### config.mk
export PLATFORM = sky130hd
export DESIGN_NAME = clock_pulse_generator
export DESIGN_NICKNAME = d
export VERILOG_FILES = /design/src/design/clk_gen_pkg.sv /design/src/design/clock_pulse_generator.sv
export SDC_FILE = /design/constraint.sdc
export NUM_CORES = 1
export LEC_CHECK = 0
export BUFFER_PORTS_ARGS = -buffer_cell sky130_fd_sc_hd__buf_2
export CAP_MARGIN = 15
export CORE_MARGIN = 4
export CORE_UTILIZATION = 50
export DETAILED_ROUTE_END_ITERATION = 16
export PLACE_DENSITY = 0.76
export REMOVE_ABC_BUFFERS = 1
export SLEW_MARGIN = 15
export SYNTH_ARGS = -nofsm -noshare
export SYNTH_HDL_FRONTEND = slang
export SYNTH_SLANG_ARGS = --single-unit
### constraint.sdc
create_clock -name hclk -period 2.9 [get_ports hclk]
set_input_delay 0.725 -clock hclk [delete_from_list [all_inputs] [get_ports hclk]]
set_output_delay 0.725 -clock hclk [all_outputs]
set_load 0.05 [all_outputs]
### src/design/clk_gen_pkg.sv
/*
  Constants for the clock pulse generator control block: register map,
  field positions, reset values, clock mode codes and ratio decoding.
  Assumes a 32-bit AHB-Lite register bus and one 20 MHz system clock.
*/
package clk_gen_pkg;
  // ------------------------------------------------------------------
  // Register map (byte addresses)
  // ------------------------------------------------------------------
  localparam logic [31:0] FREQ_CTRL_ADDR = 32'hffff_ff80;
  localparam logic [31:0] WD_COUNT_ADDR = 32'hffff_ff84;
  localparam logic [31:0] WD_CTRL_ADDR = 32'hffff_ff88;
  localparam logic [31:0] STBY_CTRL_ADDR = 32'hffff_ff8c;
  // ------------------------------------------------------------------
  // Reset values
  // ------------------------------------------------------------------
  localparam logic [15:0] FREQ_CTRL_RESET = 16'h0102;
  localparam logic [7:0] WD_CTRL_RESET = 8'h00;
  localparam logic [15:0] STBY_CTRL_RESET = 16'h0000;
  // ------------------------------------------------------------------
  // Frequency control fields: 3-bit codes {hi bit, lo pair}
  // ------------------------------------------------------------------
  localparam int MULT_HI_BIT = 15;
  localparam int CORE_HI_BIT = 14;
  localparam int PER_HI_BIT = 13;
  localparam int BUS_OE_BIT = 8;
  localparam int MULT_LO = 4;
  localparam int CORE_LO = 2;
  localparam int PER_LO = 0;
  // ------------------------------------------------------------------
  // Watchdog control and standby control fields
  // ------------------------------------------------------------------
  localparam int WD_EN_BIT = 7;
  localparam int WD_MODE_BIT = 6;
  localparam int WD_RSEL_BIT = 5;
  localparam int WD_OVF_BIT = 3;
  localparam int STBY_SEL_BIT = 0;
  localparam int MSTOP_LO = 8;
  // ------------------------------------------------------------------
  // Clock operating modes on the mode-select pins
  // ------------------------------------------------------------------
  localparam logic [2:0] MODE_EXT_X1 = 3'h0;
  localparam logic [2:0] MODE_EXT_X4 = 3'h1;
  localparam logic [2:0] MODE_CRYSTAL_DRIVE_OUTPUT_X4 = 3'h2;
  localparam logic [2:0] MODE_BUS_IN = 3'h7;
  localparam logic [2:0] PLL2_RATIO_LOW = 3'h1;
  localparam logic [2:0] PLL2_RATIO_HIGH = 3'h4;
  // Ratio code: 000 x1, 001 x2, 010 x4, 100 x3, 101 x6, else x1
  function automatic logic [2:0] ratio(input logic [2:0] code);
    unique case (code)
      3'h1: ratio = 3'h2;
      3'h2: ratio = 3'h4;
      3'h4: ratio = 3'h3;
      3'h5: ratio = 3'h6;
      default: ratio = 3'h1;
    endcase
  endfunction
endpackage

### src/design/clock_pulse_generator.sv
/*
  Clock pulse generator control with settling watchdog counter.
  Clock outputs are one-cycle enables on hclk, which stands for the
  first PLL output. Assumes an AHB-Lite master and synchronous pins.
*/
`timescale 1ns/10ps
module clock_pulse_generator #(
  parameter int MODULES = 8
) (
  input wire logic hclk,
  input wire logic hresetn,
  input wire logic clk_en,
  input wire logic hsel,
  input wire logic [31:0] haddr,
  input wire logic [1:0] htrans,
  input wire logic hwrite,
  input wire logic [2:0] hsize,
  input wire logic [31:0] hwdata,
  input wire logic hready,
  output logic [31:0] hrdata,
  output logic hreadyout,
  output logic hresp,
  input wire logic mode_select_bit0,
  input wire logic mode_select_bit1,
  input wire logic mode_select_bit2,
  input wire logic external_clock_input,
  output logic crystal_drive_output,
  input wire logic bus_clock_pin_i,
  output logic bus_clock_pin_o,
  output logic bus_clock_pin_oe,
  input wire logic sleep_req,
  input wire logic wake_req,
  output logic core_clk_en,
  output logic periph_clk_en,
  output logic bus_clk_en,
  output logic [MODULES-1:0] module_clk_en,
  output logic crystal_osc_on,
  output logic pll2_on,
  output logic [2:0] pll2_ratio,
  output logic [2:0] pll1_ratio,
  output logic mode_reserved,
  output logic power_on_reset_req,
  output logic manual_reset_req,
  output logic timer_irq
);
  // ------------------------------------------------------------------
  // Declarations
  // ------------------------------------------------------------------
  typedef enum logic [3:0] {
    ST_RUN = 4'h1,
    ST_SLEEP = 4'h2,
    ST_STANDBY = 4'h4,
    ST_SETTLE = 4'h8
  } pm_state_t;
  pm_state_t state_r; // Power state
  logic [15:0] freq_r; // Frequency control register
  logic [7:0] wd_count_r; // Watchdog up counter
  logic [7:0] wd_ctrl_r; // Watchdog control
  logic [15:0] stby_r; // Standby control
  logic [2:0] mode_r; // Mode pins caught after reset
  logic mode_taken_r; // Mode pins already caught
  logic [2:0] mult; // First PLL ratio
  logic [2:0] core_div; // Core divide, clamped
  logic [2:0] per_div; // Peripheral divide, clamped
  logic [2:0] bus_cnt_r;
  logic [2:0] core_cnt_r;
  logic [2:0] per_cnt_r;
  logic bus_in_r; // Previous bus pin level
  logic bus_tick; // Bus clock rising point
  logic per_tick; // Internal peripheral tick
  logic [11:0] pre_r; // Watchdog prescaler
  logic wd_tick; // Watchdog count enable
  logic wd_run; // Counter is counting
  logic wd_ovf; // Counter wraps this cycle
  logic run_clk; // Base clock not stopped
  logic ap_wr_r; // Pending write data phase
  logic [31:0] ap_addr_r; // Pending address
  logic ap_valid; // Address phase taken
  logic wr_freq;
  logic wr_cnt;
  logic wr_ctl;
  logic wr_stby;
  logic mult_change; // Write alters first PLL ratio

  // ------------------------------------------------------------------
  // Mode decode
  // ------------------------------------------------------------------
  // Pins are caught once, on the first enabled edge after reset
  always_ff @(posedge hclk or negedge hresetn)
  begin
    if (!hresetn)
    begin
      mode_r <= 3'h0;
      mode_taken_r <= 1'b0;
    end
    else if (clk_en && !mode_taken_r)
    begin
      mode_r <= {mode_select_bit2, mode_select_bit1, mode_select_bit0};
      mode_taken_r <= 1'b1;
    end
  end

  // Second PLL and oscillator follow the mode only
  always_comb
  begin
    mode_reserved = !(mode_r == clk_gen_pkg::MODE_EXT_X1 ||
      mode_r == clk_gen_pkg::MODE_EXT_X4 ||
      mode_r == clk_gen_pkg::MODE_CRYSTAL_DRIVE_OUTPUT_X4 ||
      mode_r == clk_gen_pkg::MODE_BUS_IN);
    pll2_on = mode_r != clk_gen_pkg::MODE_BUS_IN;
    pll2_ratio = (mode_r == clk_gen_pkg::MODE_EXT_X4 ||
      mode_r == clk_gen_pkg::MODE_CRYSTAL_DRIVE_OUTPUT_X4) ?
      clk_gen_pkg::PLL2_RATIO_HIGH : clk_gen_pkg::PLL2_RATIO_LOW;
    crystal_osc_on = mode_r == clk_gen_pkg::MODE_CRYSTAL_DRIVE_OUTPUT_X4;
  end

  // Crystal drive inverts the input while the oscillator runs
  always_ff @(posedge hclk or negedge hresetn)
  begin
    if (!hresetn)
      crystal_drive_output <= 1'b0;
    else if (clk_en)
      crystal_drive_output <= crystal_osc_on & ~external_clock_input;
  end

  // ------------------------------------------------------------------
  // Ratio decode with limits
  // ------------------------------------------------------------------
  // Core never slower than bus, peripheral never faster
  always_comb
  begin
    mult = clk_gen_pkg::ratio({freq_r[clk_gen_pkg::MULT_HI_BIT],
      freq_r[clk_gen_pkg::MULT_LO +: 2]});
    core_div = clk_gen_pkg::ratio({freq_r[clk_gen_pkg::CORE_HI_BIT],
      freq_r[clk_gen_pkg::CORE_LO +: 2]});
    per_div = clk_gen_pkg::ratio({freq_r[clk_gen_pkg::PER_HI_BIT],
      freq_r[clk_gen_pkg::PER_LO +: 2]});
    if (core_div > mult)
      core_div = mult;
    if (per_div < mult)
      per_div = mult;
    pll1_ratio = mult;
  end

  // ------------------------------------------------------------------
  // Dividers
  // ------------------------------------------------------------------
  assign run_clk = clk_en && state_r != ST_STANDBY;
  assign bus_tick = (mode_r == clk_gen_pkg::MODE_BUS_IN) ?
    (bus_clock_pin_i && !bus_in_r) : (bus_cnt_r == 3'h0);
  assign per_tick = per_cnt_r == 3'h0;

  // Bus divider, or edge detect of the bus pin in mode 7
  always_ff @(posedge hclk or negedge hresetn)
  begin
    if (!hresetn)
    begin
      bus_cnt_r <= 3'h0;
      bus_in_r <= 1'b1; // Reads high so reset never fakes an edge
      bus_clock_pin_o <= 1'b0;
    end
    else if (run_clk)
    begin
      // Held until the mode is caught so the first sample is real
      if (mode_taken_r)
        bus_in_r <= bus_clock_pin_i;
      if (bus_cnt_r >= mult - 3'h1)
        bus_cnt_r <= 3'h0;
      else
        bus_cnt_r <= bus_cnt_r + 3'h1;
      // High for the first half of each bus period
      bus_clock_pin_o <= (bus_cnt_r >= mult - 3'h1) ||
        ({bus_cnt_r, 1'b0} + 4'h2 < {1'b0, mult});
    end
  end

  // Pin drives only outside mode 7 and when enabled by software
  assign bus_clock_pin_oe = mode_r != clk_gen_pkg::MODE_BUS_IN &&
    freq_r[clk_gen_pkg::BUS_OE_BIT];

  // Core divider restarts on each bus edge; peripheral divider runs free
  always_ff @(posedge hclk or negedge hresetn)
  begin
    if (!hresetn)
    begin
      core_cnt_r <= 3'h0;
      per_cnt_r <= 3'h0;
    end
    else if (run_clk)
    begin
      if (bus_tick || core_cnt_r >= core_div - 3'h1)
        core_cnt_r <= (bus_tick && core_div > 3'h1) ? 3'h1 : 3'h0;
      else
        core_cnt_r <= core_cnt_r + 3'h1;
      if (per_cnt_r >= per_div - 3'h1)
        per_cnt_r <= 3'h0;
      else
        per_cnt_r <= per_cnt_r + 3'h1;
    end
  end

  // Gated clock enables per power state
  always_ff @(posedge hclk or negedge hresetn)
  begin
    if (!hresetn)
    begin
      core_clk_en <= 1'b0;
      periph_clk_en <= 1'b0;
      bus_clk_en <= 1'b0;
    end
    else if (clk_en)
    begin
      core_clk_en <= state_r == ST_RUN && (bus_tick || core_cnt_r == 3'h0);
      periph_clk_en <= per_tick &&
        (state_r == ST_RUN || state_r == ST_SLEEP);
      bus_clk_en <= bus_tick && run_clk && state_r != ST_SETTLE;
    end
  end

  // Module stop bits gate the peripheral clock per module
  for (genvar g = 0; g < MODULES; g++)
  begin : g_mstop
    assign module_clk_en[g] = periph_clk_en &&
      !stby_r[clk_gen_pkg::MSTOP_LO + g];
  end

  // ------------------------------------------------------------------
  // Power state machine
  // ------------------------------------------------------------------
  // A ratio change in run, or wake from standby, passes through settling
  always_ff @(posedge hclk or negedge hresetn)
  begin
    if (!hresetn)
      state_r <= ST_RUN;
    else if (clk_en)
    begin
      unique case (state_r)
        ST_RUN:
          if (mult_change)
            state_r <= ST_SETTLE;
          else if (sleep_req)
            state_r <= stby_r[clk_gen_pkg::STBY_SEL_BIT] ?
              ST_STANDBY : ST_SLEEP;
        ST_SLEEP:
          if (wake_req)
            state_r <= ST_RUN;
        ST_STANDBY:
          if (wake_req)
            state_r <= ST_SETTLE;
        ST_SETTLE:
          if (wd_ovf)
            state_r <= ST_RUN;
      endcase
    end
  end

  // ------------------------------------------------------------------
  // Watchdog counter
  // ------------------------------------------------------------------
  // Prescaler taps: 1, 4, 16, 32, 64, 256, 1024, 4096
  always_comb
  begin
    unique case (wd_ctrl_r[2:0])
      3'h0: wd_tick = 1'b1;
      3'h1: wd_tick = &pre_r[1:0];
      3'h2: wd_tick = &pre_r[3:0];
      3'h3: wd_tick = &pre_r[4:0];
      3'h4: wd_tick = &pre_r[5:0];
      3'h5: wd_tick = &pre_r[7:0];
      3'h6: wd_tick = &pre_r[9:0];
      3'h7: wd_tick = &pre_r[11:0];
    endcase
    wd_run = run_clk && per_tick &&
      (wd_ctrl_r[clk_gen_pkg::WD_EN_BIT] || state_r == ST_SETTLE);
    wd_ovf = wd_run && wd_tick && wd_count_r == 8'hff;
  end

  // Prescaler and counter advance on the peripheral tick
  always_ff @(posedge hclk or negedge hresetn)
  begin
    if (!hresetn)
    begin
      pre_r <= 12'h000;
      wd_count_r <= 8'h00;
    end
    else if (clk_en)
    begin
      if (wd_run)
        pre_r <= pre_r + 12'h001;
      if (wr_cnt)
        wd_count_r <= hwdata[7:0];
      else if (wd_run && wd_tick)
        wd_count_r <= wd_count_r + 8'h01;
    end
  end

  // Overflow outcome per timer mode; settling overflow is silent
  always_ff @(posedge hclk or negedge hresetn)
  begin
    if (!hresetn)
    begin
      power_on_reset_req <= 1'b0;
      manual_reset_req <= 1'b0;
    end
    else if (clk_en)
    begin
      power_on_reset_req <= wd_ovf && state_r != ST_SETTLE &&
        wd_ctrl_r[clk_gen_pkg::WD_MODE_BIT] &&
        !wd_ctrl_r[clk_gen_pkg::WD_RSEL_BIT];
      manual_reset_req <= wd_ovf && state_r != ST_SETTLE &&
        wd_ctrl_r[clk_gen_pkg::WD_MODE_BIT] &&
        wd_ctrl_r[clk_gen_pkg::WD_RSEL_BIT];
    end
  end

  // Interrupt follows the overflow flag in interval mode
  assign timer_irq = wd_ctrl_r[clk_gen_pkg::WD_OVF_BIT] &&
    !wd_ctrl_r[clk_gen_pkg::WD_MODE_BIT];

  // ------------------------------------------------------------------
  // AHB-Lite slave
  // ------------------------------------------------------------------
  assign ap_valid = hsel && hready && htrans[1];
  assign hreadyout = 1'b1;
  assign hresp = 1'b0;
  assign wr_freq = ap_wr_r && ap_addr_r == clk_gen_pkg::FREQ_CTRL_ADDR;
  assign wr_cnt = ap_wr_r && ap_addr_r == clk_gen_pkg::WD_COUNT_ADDR;
  assign wr_ctl = ap_wr_r && ap_addr_r == clk_gen_pkg::WD_CTRL_ADDR;
  assign wr_stby = ap_wr_r && ap_addr_r == clk_gen_pkg::STBY_CTRL_ADDR;
  assign mult_change = wr_freq &&
    ({hwdata[clk_gen_pkg::MULT_HI_BIT], hwdata[clk_gen_pkg::MULT_LO +: 2]}
    != {freq_r[clk_gen_pkg::MULT_HI_BIT], freq_r[clk_gen_pkg::MULT_LO +: 2]});

  // Address phase capture; read data registered for the data phase
  always_ff @(posedge hclk or negedge hresetn)
  begin
    if (!hresetn)
    begin
      ap_wr_r <= 1'b0;
      ap_addr_r <= 32'h0000_0000;
      hrdata <= 32'h0000_0000;
    end
    else if (clk_en)
    begin
      ap_wr_r <= ap_valid && hwrite;
      ap_addr_r <= haddr;
      if (ap_valid && !hwrite)
      begin
        unique case (haddr)
          clk_gen_pkg::FREQ_CTRL_ADDR: hrdata <= {16'h0000, freq_r};
          clk_gen_pkg::WD_COUNT_ADDR: hrdata <= {24'h000000, wd_count_r};
          clk_gen_pkg::WD_CTRL_ADDR: hrdata <= {24'h000000, wd_ctrl_r};
          clk_gen_pkg::STBY_CTRL_ADDR: hrdata <= {16'h0000, stby_r};
          default: hrdata <= 32'h0000_0000;
        endcase
      end
    end
  end

  // Register writes; overflow flag set wins over software clear
  always_ff @(posedge hclk or negedge hresetn)
  begin
    if (!hresetn)
    begin
      freq_r <= clk_gen_pkg::FREQ_CTRL_RESET;
      wd_ctrl_r <= clk_gen_pkg::WD_CTRL_RESET;
      stby_r <= clk_gen_pkg::STBY_CTRL_RESET;
    end
    else if (clk_en)
    begin
      if (wr_freq)
        freq_r <= hwdata[15:0];
      if (wr_stby)
        stby_r <= hwdata[15:0];
      if (wr_ctl)
        wd_ctrl_r <= hwdata[7:0];
      if (wd_ovf && state_r != ST_SETTLE)
        wd_ctrl_r[clk_gen_pkg::WD_OVF_BIT] <= 1'b1;
    end
  end
endmodule // clock_pulse_generator

======== Word-level counts from Yosys, hierarchy flattened ========
Cells that the tools add are included.
W data, S select, Z words.
storage, ports and cells
  register bits ........................... 150
  bits in latches ......................... 0
  RAM bits ................................ 0
  bits in read-only memories .............. 0
  output and inout bits ................... 60
  word-level logic and storage cells ...... 189
  memories kept ........................... 0
operators by class
  add/subtract/negate cells ............... 9
  multipliers ............................. 0
  divide/modulo/power cells ............... 0
  order comparisons ....................... 7
  equality and inequality tests ........... 43
  shifts and indexed selects .............. 0
  multiplexer cells ....................... 24
  bitwise logic cells ..................... 2
  reductions and logical operators ........ 81
operators by type and width
  operator                 count
  $eq A32 B32 Y1 const B   8
  $pmux W16 S4             1
  $pmux W3 S4              3
  $logic_and A1 B1 Y1      35
  $eq A3 B3 Y1 const B     11
  $mux W4                  6
  $mux W3                  7
  $eq A3 B2 Y1 const B     6
  $reduce_and A2 Y1        9
  $mux W8                  2
  $pmux W4 S4              1
  $eq A3 B1 Y1 const B     5
  $logic_not A3 Y1         5
  $logic_not A1 Y1         14
  $add A12 B1 Y12 const B  1
  $reduce_and A12 Y1       1
  $reduce_and A10 Y1       1
  $reduce_and A5 Y1        2
  $add A3 B1 Y3 const B    3
  $ge A3 B3 Y1             3
  $logic_or A1 B1 Y1       9
  $sub A3 B1 Y3 const B    3
  $add A8 B1 Y8 const B    1
  $eq A8 B8 Y1 const B     1
  22 further kinds         28

======== Logic depth before layout (Yosys ltp) ========
  depth after elaboration ................. 9
  mapped depth ............................ 17

======== Worst setup path after synthesis ========
No wires, ideal clock.
  kind .................................... reg2reg
  from .................................... register freq_r[15]
  to ...................................... register core_cnt_r[0]
  setup time .............................. 79 ps
  arrival ................................. 3856 ps
  required time ........................... 2821 ps
  path slack .............................. -1036 ps
  stages on the path, launching flop included .. 16
  buffers on the path ..................... 1
  cell sequence ........................... dfrtp_1 clkbuf_1 nor2_1 nor2_1 inv_1 ha_1 nor2b_1 o21ai_0 a32oi_1 mux2i_1 ha_1 ha_1 a21o_1 a211o_1 o21ai_0 a2bb2oi_1
on the way
  word-level cells in the longest chain between the ends .. 8
ends and longest elaborated chain
  what                                                 line                                                        text
  start, declared                                      clock_pulse_generator.sv:56                                 logic [15:0] freq_r;
  start signal, assigned                               clock_pulse_generator.sv:365                                freq_r <= clk_gen_pkg::FREQ_CTRL_RESET;
  start signal, assigned                               clock_pulse_generator.sv:372                                freq_r <= hwdata[15:0];
  $eq A3 B3 Y1 (tied with other cells)                 clk_gen_pkg.sv:50                                           unique case (code)
  $pmux W3 S4 (*)                                      clk_gen_pkg.sv:50
  via pll1_ratio[1]                                    clock_pulse_generator.sv:40                                 output logic [2:0] pll1_ratio,
  $gt A3 B3 Y1                                         clock_pulse_generator.sv:138                                if (core_div > mult)
  $mux W3 (*)                                          clock_pulse_generator.sv:138
  $sub A3 B1 Y3 or $gt A3 B1 Y1 (tied branches)        clock_pulse_generator.sv:191, clock_pulse_generator.sv:192
  $ge A3 B3 Y1 or $logic_and A1 B1 Y1 (tied branches)  clock_pulse_generator.sv:191, clock_pulse_generator.sv:192
  $logic_or A1 B1 Y1 or $mux W1 (tied branches)        clock_pulse_generator.sv:191, clock_pulse_generator.sv:192
  $mux W3 (*)                                          clock_pulse_generator.sv:191                                if (bus_tick || core_cnt_r >= core_div - 3'h1)
  end signal, assigned                                 clock_pulse_generator.sv:192                                core_cnt_r <= (bus_tick && core_div > 3'h1) ? 3'h1 : 3'h0;
  end signal, assigned                                 clock_pulse_generator.sv:194                                core_cnt_r <= core_cnt_r + 3'h1;
  end, declared                                        clock_pulse_generator.sv:66                                 logic [2:0] core_cnt_r;
The timed path passes the listed nets; every way through them passes the cells marked *.
A chain may end at the register's enable or synchronous reset.

======== Worst setup path in the final report ========
  from .................................... register freq_r[4]
  to ...................................... register core_cnt_r[0]
on the way
  word-level cells in the longest chain between the ends .. 8
ends and longest elaborated chain
  what                                                 line
  $eq A3 B3 Y1 (tied with other cells)                 clk_gen_pkg.sv:50
  $pmux W3 S4 (*)                                      clk_gen_pkg.sv:50
  $gt A3 B3 Y1                                         clock_pulse_generator.sv:138
  $mux W3 (*)                                          clock_pulse_generator.sv:138
  $sub A3 B1 Y3 or $gt A3 B1 Y1 (tied branches)        clock_pulse_generator.sv:191, clock_pulse_generator.sv:192
  $ge A3 B3 Y1 or $logic_and A1 B1 Y1 (tied branches)  clock_pulse_generator.sv:191, clock_pulse_generator.sv:192
  $logic_or A1 B1 Y1 or $mux W1 (tied branches)        clock_pulse_generator.sv:191, clock_pulse_generator.sv:192
  $mux W3 (*)                                          clock_pulse_generator.sv:191
Mark *: on every way between the ends. The rest lies on a longest branch, timed or not.

==> results.ini <==
[sta]
timing.fmax_ghz = 0.324
timing.slew.headroom = 0.347
final_max_slew_viol_count = 0
setup_slack_ns = -0.186
skew_ns = 0.00942
rsz0062_at_grt = yes
hold_viol = 0
whs_ns = 0.338
period_share = 1.06
setup_viol = 5
period_needed_ns = 3.09
worst_pin_slew_ns = 0.967

[finish]
seq_area_sq_um = 3360
final_nets = 891
postLayoutCellArea_sq_um = 8680
multi_input_area_sq_um = 3570
layout-area-overhead-vs-synth_pct = 21.5
fillCellCount = 1070
drive_gt1_frac = 0.374
final_util = 0.623

[synth]
yosys_most_used_dff = dfrtp_1
async_flop_share = 1.00
synth_edf_count = 0
syn_avg_cell_area_sq_um = 10.9
synth_cell_types = 71
ys_seq_elements = 134
synth-seq-area-share = 0.470
yosys_warnings = 0
syn-cell-area_sq_um = 7140
syn_inst = 654

[global_routing]
grt_overflow = 0
antenna_found_initial = 1
grt_pass1_vias = 5628
grt_start_max_net_pins = 72
track_usage = 0.219
grt_pass1_wl_um = 28000

[power]
power.density_nw_per_um2 = 581
peakVddDrop_v = 0.000519
power_leakage_nw = 4.06

[route]
drt_iter0_markers = 354
post_drt_wl_per_cell_um = 18.1
antenna_left = 0
first_pass_iters = 5
num_vias = 5481
drt-total-wl_um = 17700
drt-vias-per-instance = 5.62
route.detailed.drc = 0

[placed_design]
pre_cts_ws_ns = -0.377
placed_area_sq_um = 7910
io_buffers = 102
dp_hpwl_um = 12500
gpl.final_weighted_congestion = 0.884

[clock_network]
cts_buffers = 17
clkTransAtPathRegs_ns = 0.06
cts.sink_count = 134
tritoncts = built
ctsHtreeMaxLevel = 4
cts_root_buf = clkbuf_16
cts_buffer_depth = 2
clk_latency_ns = 0.43

[floorplanning]
core-area_sq_um = 13900
die_area_sq_um = 16300
die_height_um = 128
num_io_pins = 142
num_rows = 43
die_x_um = 128
start_util = 0.513

[worst_setup_path]
worstPathMaxFanout = 4
critPathCaptureType = flop
arrival_ns = 3.44
crit_required_ns = 3.25
critPathKind = flop to flop
cp-start-kind = flop

[run_status]
status = finished with violations
failed_checks = negative setup slack

[flow_run]
cap_violations = 0

[min_path]
min_path_type = input pin to asynchronous set/reset pin

## kinds of logic after synthesis
family	synth area share
buffers and inverters	0.0597
adder cells (fa/ha/maj)	0.0473
flip-flops	0.470
other	0.00105
AO/OA/AOI/OAI	0.101
multiplexers	0.150
AND/OR/NAND/NOR	0.141
XOR/XNOR	0.0294
## final cells by class
class | count | area share
clock inverters | 12 | 0.0120
well taps | 180 | 0.0260
clock buffers | 20 | 0.0526
repair buffers | 139 | 0.0959
flip-flops and latches | 134 | 0.387
multi-input cells | 456 | 0.411
diodes | 1 | 0.000288
inverters | 34 | 0.0147
## per-layer routing
layer / share of wire / up-vias / global-route usage
met4: 0.023 / 0 / 0.0820
met1: 0.42 / 2735 / 0.268
met3: 0.054 / 24 / 0.0581
met2: 0.51 / 159 / 0.370
li1: - / 2563 / -
met5: 0 / - / 0
## synthesized netlist by cell type, drive strengths merged, types with 3 or more instances
cell    number  area share
xnor2       15       0.018
mux2i        7      0.0098
and3         4      0.0035
and4         3      0.0037
mux2        73        0.12
o21ai       32       0.022
dfrtp      130        0.46
clkbuf      12      0.0063
nor4         6      0.0061
mux4         8       0.025
nand2       60       0.032
nand2b      14       0.012
a31oi        3      0.0026
a22oi        9      0.0095
and2         3      0.0026
o31ai        3      0.0032
ha          27       0.047
o22ai       14       0.012
nor2        34       0.018
nand3       13      0.0091
a21oi        9      0.0063
nor2b       11      0.0096
xor2         9       0.011
a211oi       6      0.0063
nor3         9      0.0079
inv         33       0.017
a21o         6      0.0074
nand4       18       0.016
dfstp        4       0.015
buf         35       0.036
## registers in the layout (all words and copies together) (netlist names)
register and count:
power_on_reset_req 1, pre_r 12, stby_r 16, core_clk_en 1, bus_in_r 1, bus_clock_pin_o 1, state_r 4, bus_clk_en 1
crystal_drive_output 1, wd_ctrl_r 8, ap_wr_r 1, periph_clk_en 1, per_cnt_r 3, hrdata 16, mode_r 3, core_cnt_r 3
mode_taken_r 1, manual_reset_req 1, ap_addr_r 32, wd_count_r 8, bus_cnt_r 3, freq_r 16
## layout by cell type (no fill, tap or decap), drive strengths merged, types with 3 or more instances in the layout
| master | count |
|---|---|
| a211oi | 6 |
| a21o | 6 |
| a21oi | 9 |
| a22oi | 9 |
| a31oi | 3 |
| and2 | 3 |
| and3 | 4 |
| and4 | 3 |
| buf | 139 |
| clkbuf | 20 |
| clkinv | 8 |
| clkinvlp | 3 |
| conb | 19 |
| dfrtp | 130 |
| dfstp | 4 |
| ha | 27 |
| inv | 34 |
| mux2 | 73 |
| mux2i | 7 |
| mux4 | 8 |
| nand2 | 60 |
| nand2b | 14 |
| nand3 | 13 |
| nand4 | 18 |
| nor2 | 34 |
| nor2b | 11 |
| nor3 | 9 |
| nor4 | 6 |
| o21ai | 32 |
| o22ai | 14 |
| o31ai | 3 |
| xnor2 | 15 |
| xor2 | 9 |
## metrics by stage
stage,power [mW],setup TNS (ns),std cells
after global routing,5.26,-1.33,976
after CTS,5.05,-0.386,969
after floorplan,2.73,-4.11,624
after detailed placement,3.00,-1.55,936
final,5.04,-0.604,976
after global placement,2.96,-0.725,936
## where the power goes
part	switching [mW]	internal (mW)
registers	0.148	2.01
clock network	0.840	1.22
logic	0.493	0.330
## worst max-delay path, stage by stage, from the launching register on
cell and delay [ns]:
dfrtp_2 0.44, nor2b_4 0.15, buf_4 0.14, a21oi_1 0.15, ha_2 0.30, a32oi_2 0.26, mux2i_1 0.28, ha_1 0.27
ha_1 0.27, a21o_1 0.15, a211o_1 0.30, o21ai_2 0.16, a2bb2oi_2 0.14
## final timing paths
path | from | endpoint | slack [ns] | cells past startpoint
max in group asynchronous | hresetn | freq_r[8] | 1.84 | 2
min | hresetn | pre_r[8] | 0.34 | 1
min reg2reg | hrdata[5] | hrdata[5] | 0.47 | 2
min in group hclk | hrdata[5] | hrdata[5] | 0.47 | 2
max | freq_r[4] | core_cnt_r[0] | -0.19 | 12
max reg2reg | freq_r[4] | core_cnt_r[0] | -0.19 | 12
## timing repair
action / in CTS / in global routing
gates resized for setup: 28 / 15
setup buffers: 1 / 6
setup endpoints to repair: 6 / 6
hold buffers: 0 / 0
pin swaps: 15 / 7
(Power assumes the default switching activity.)
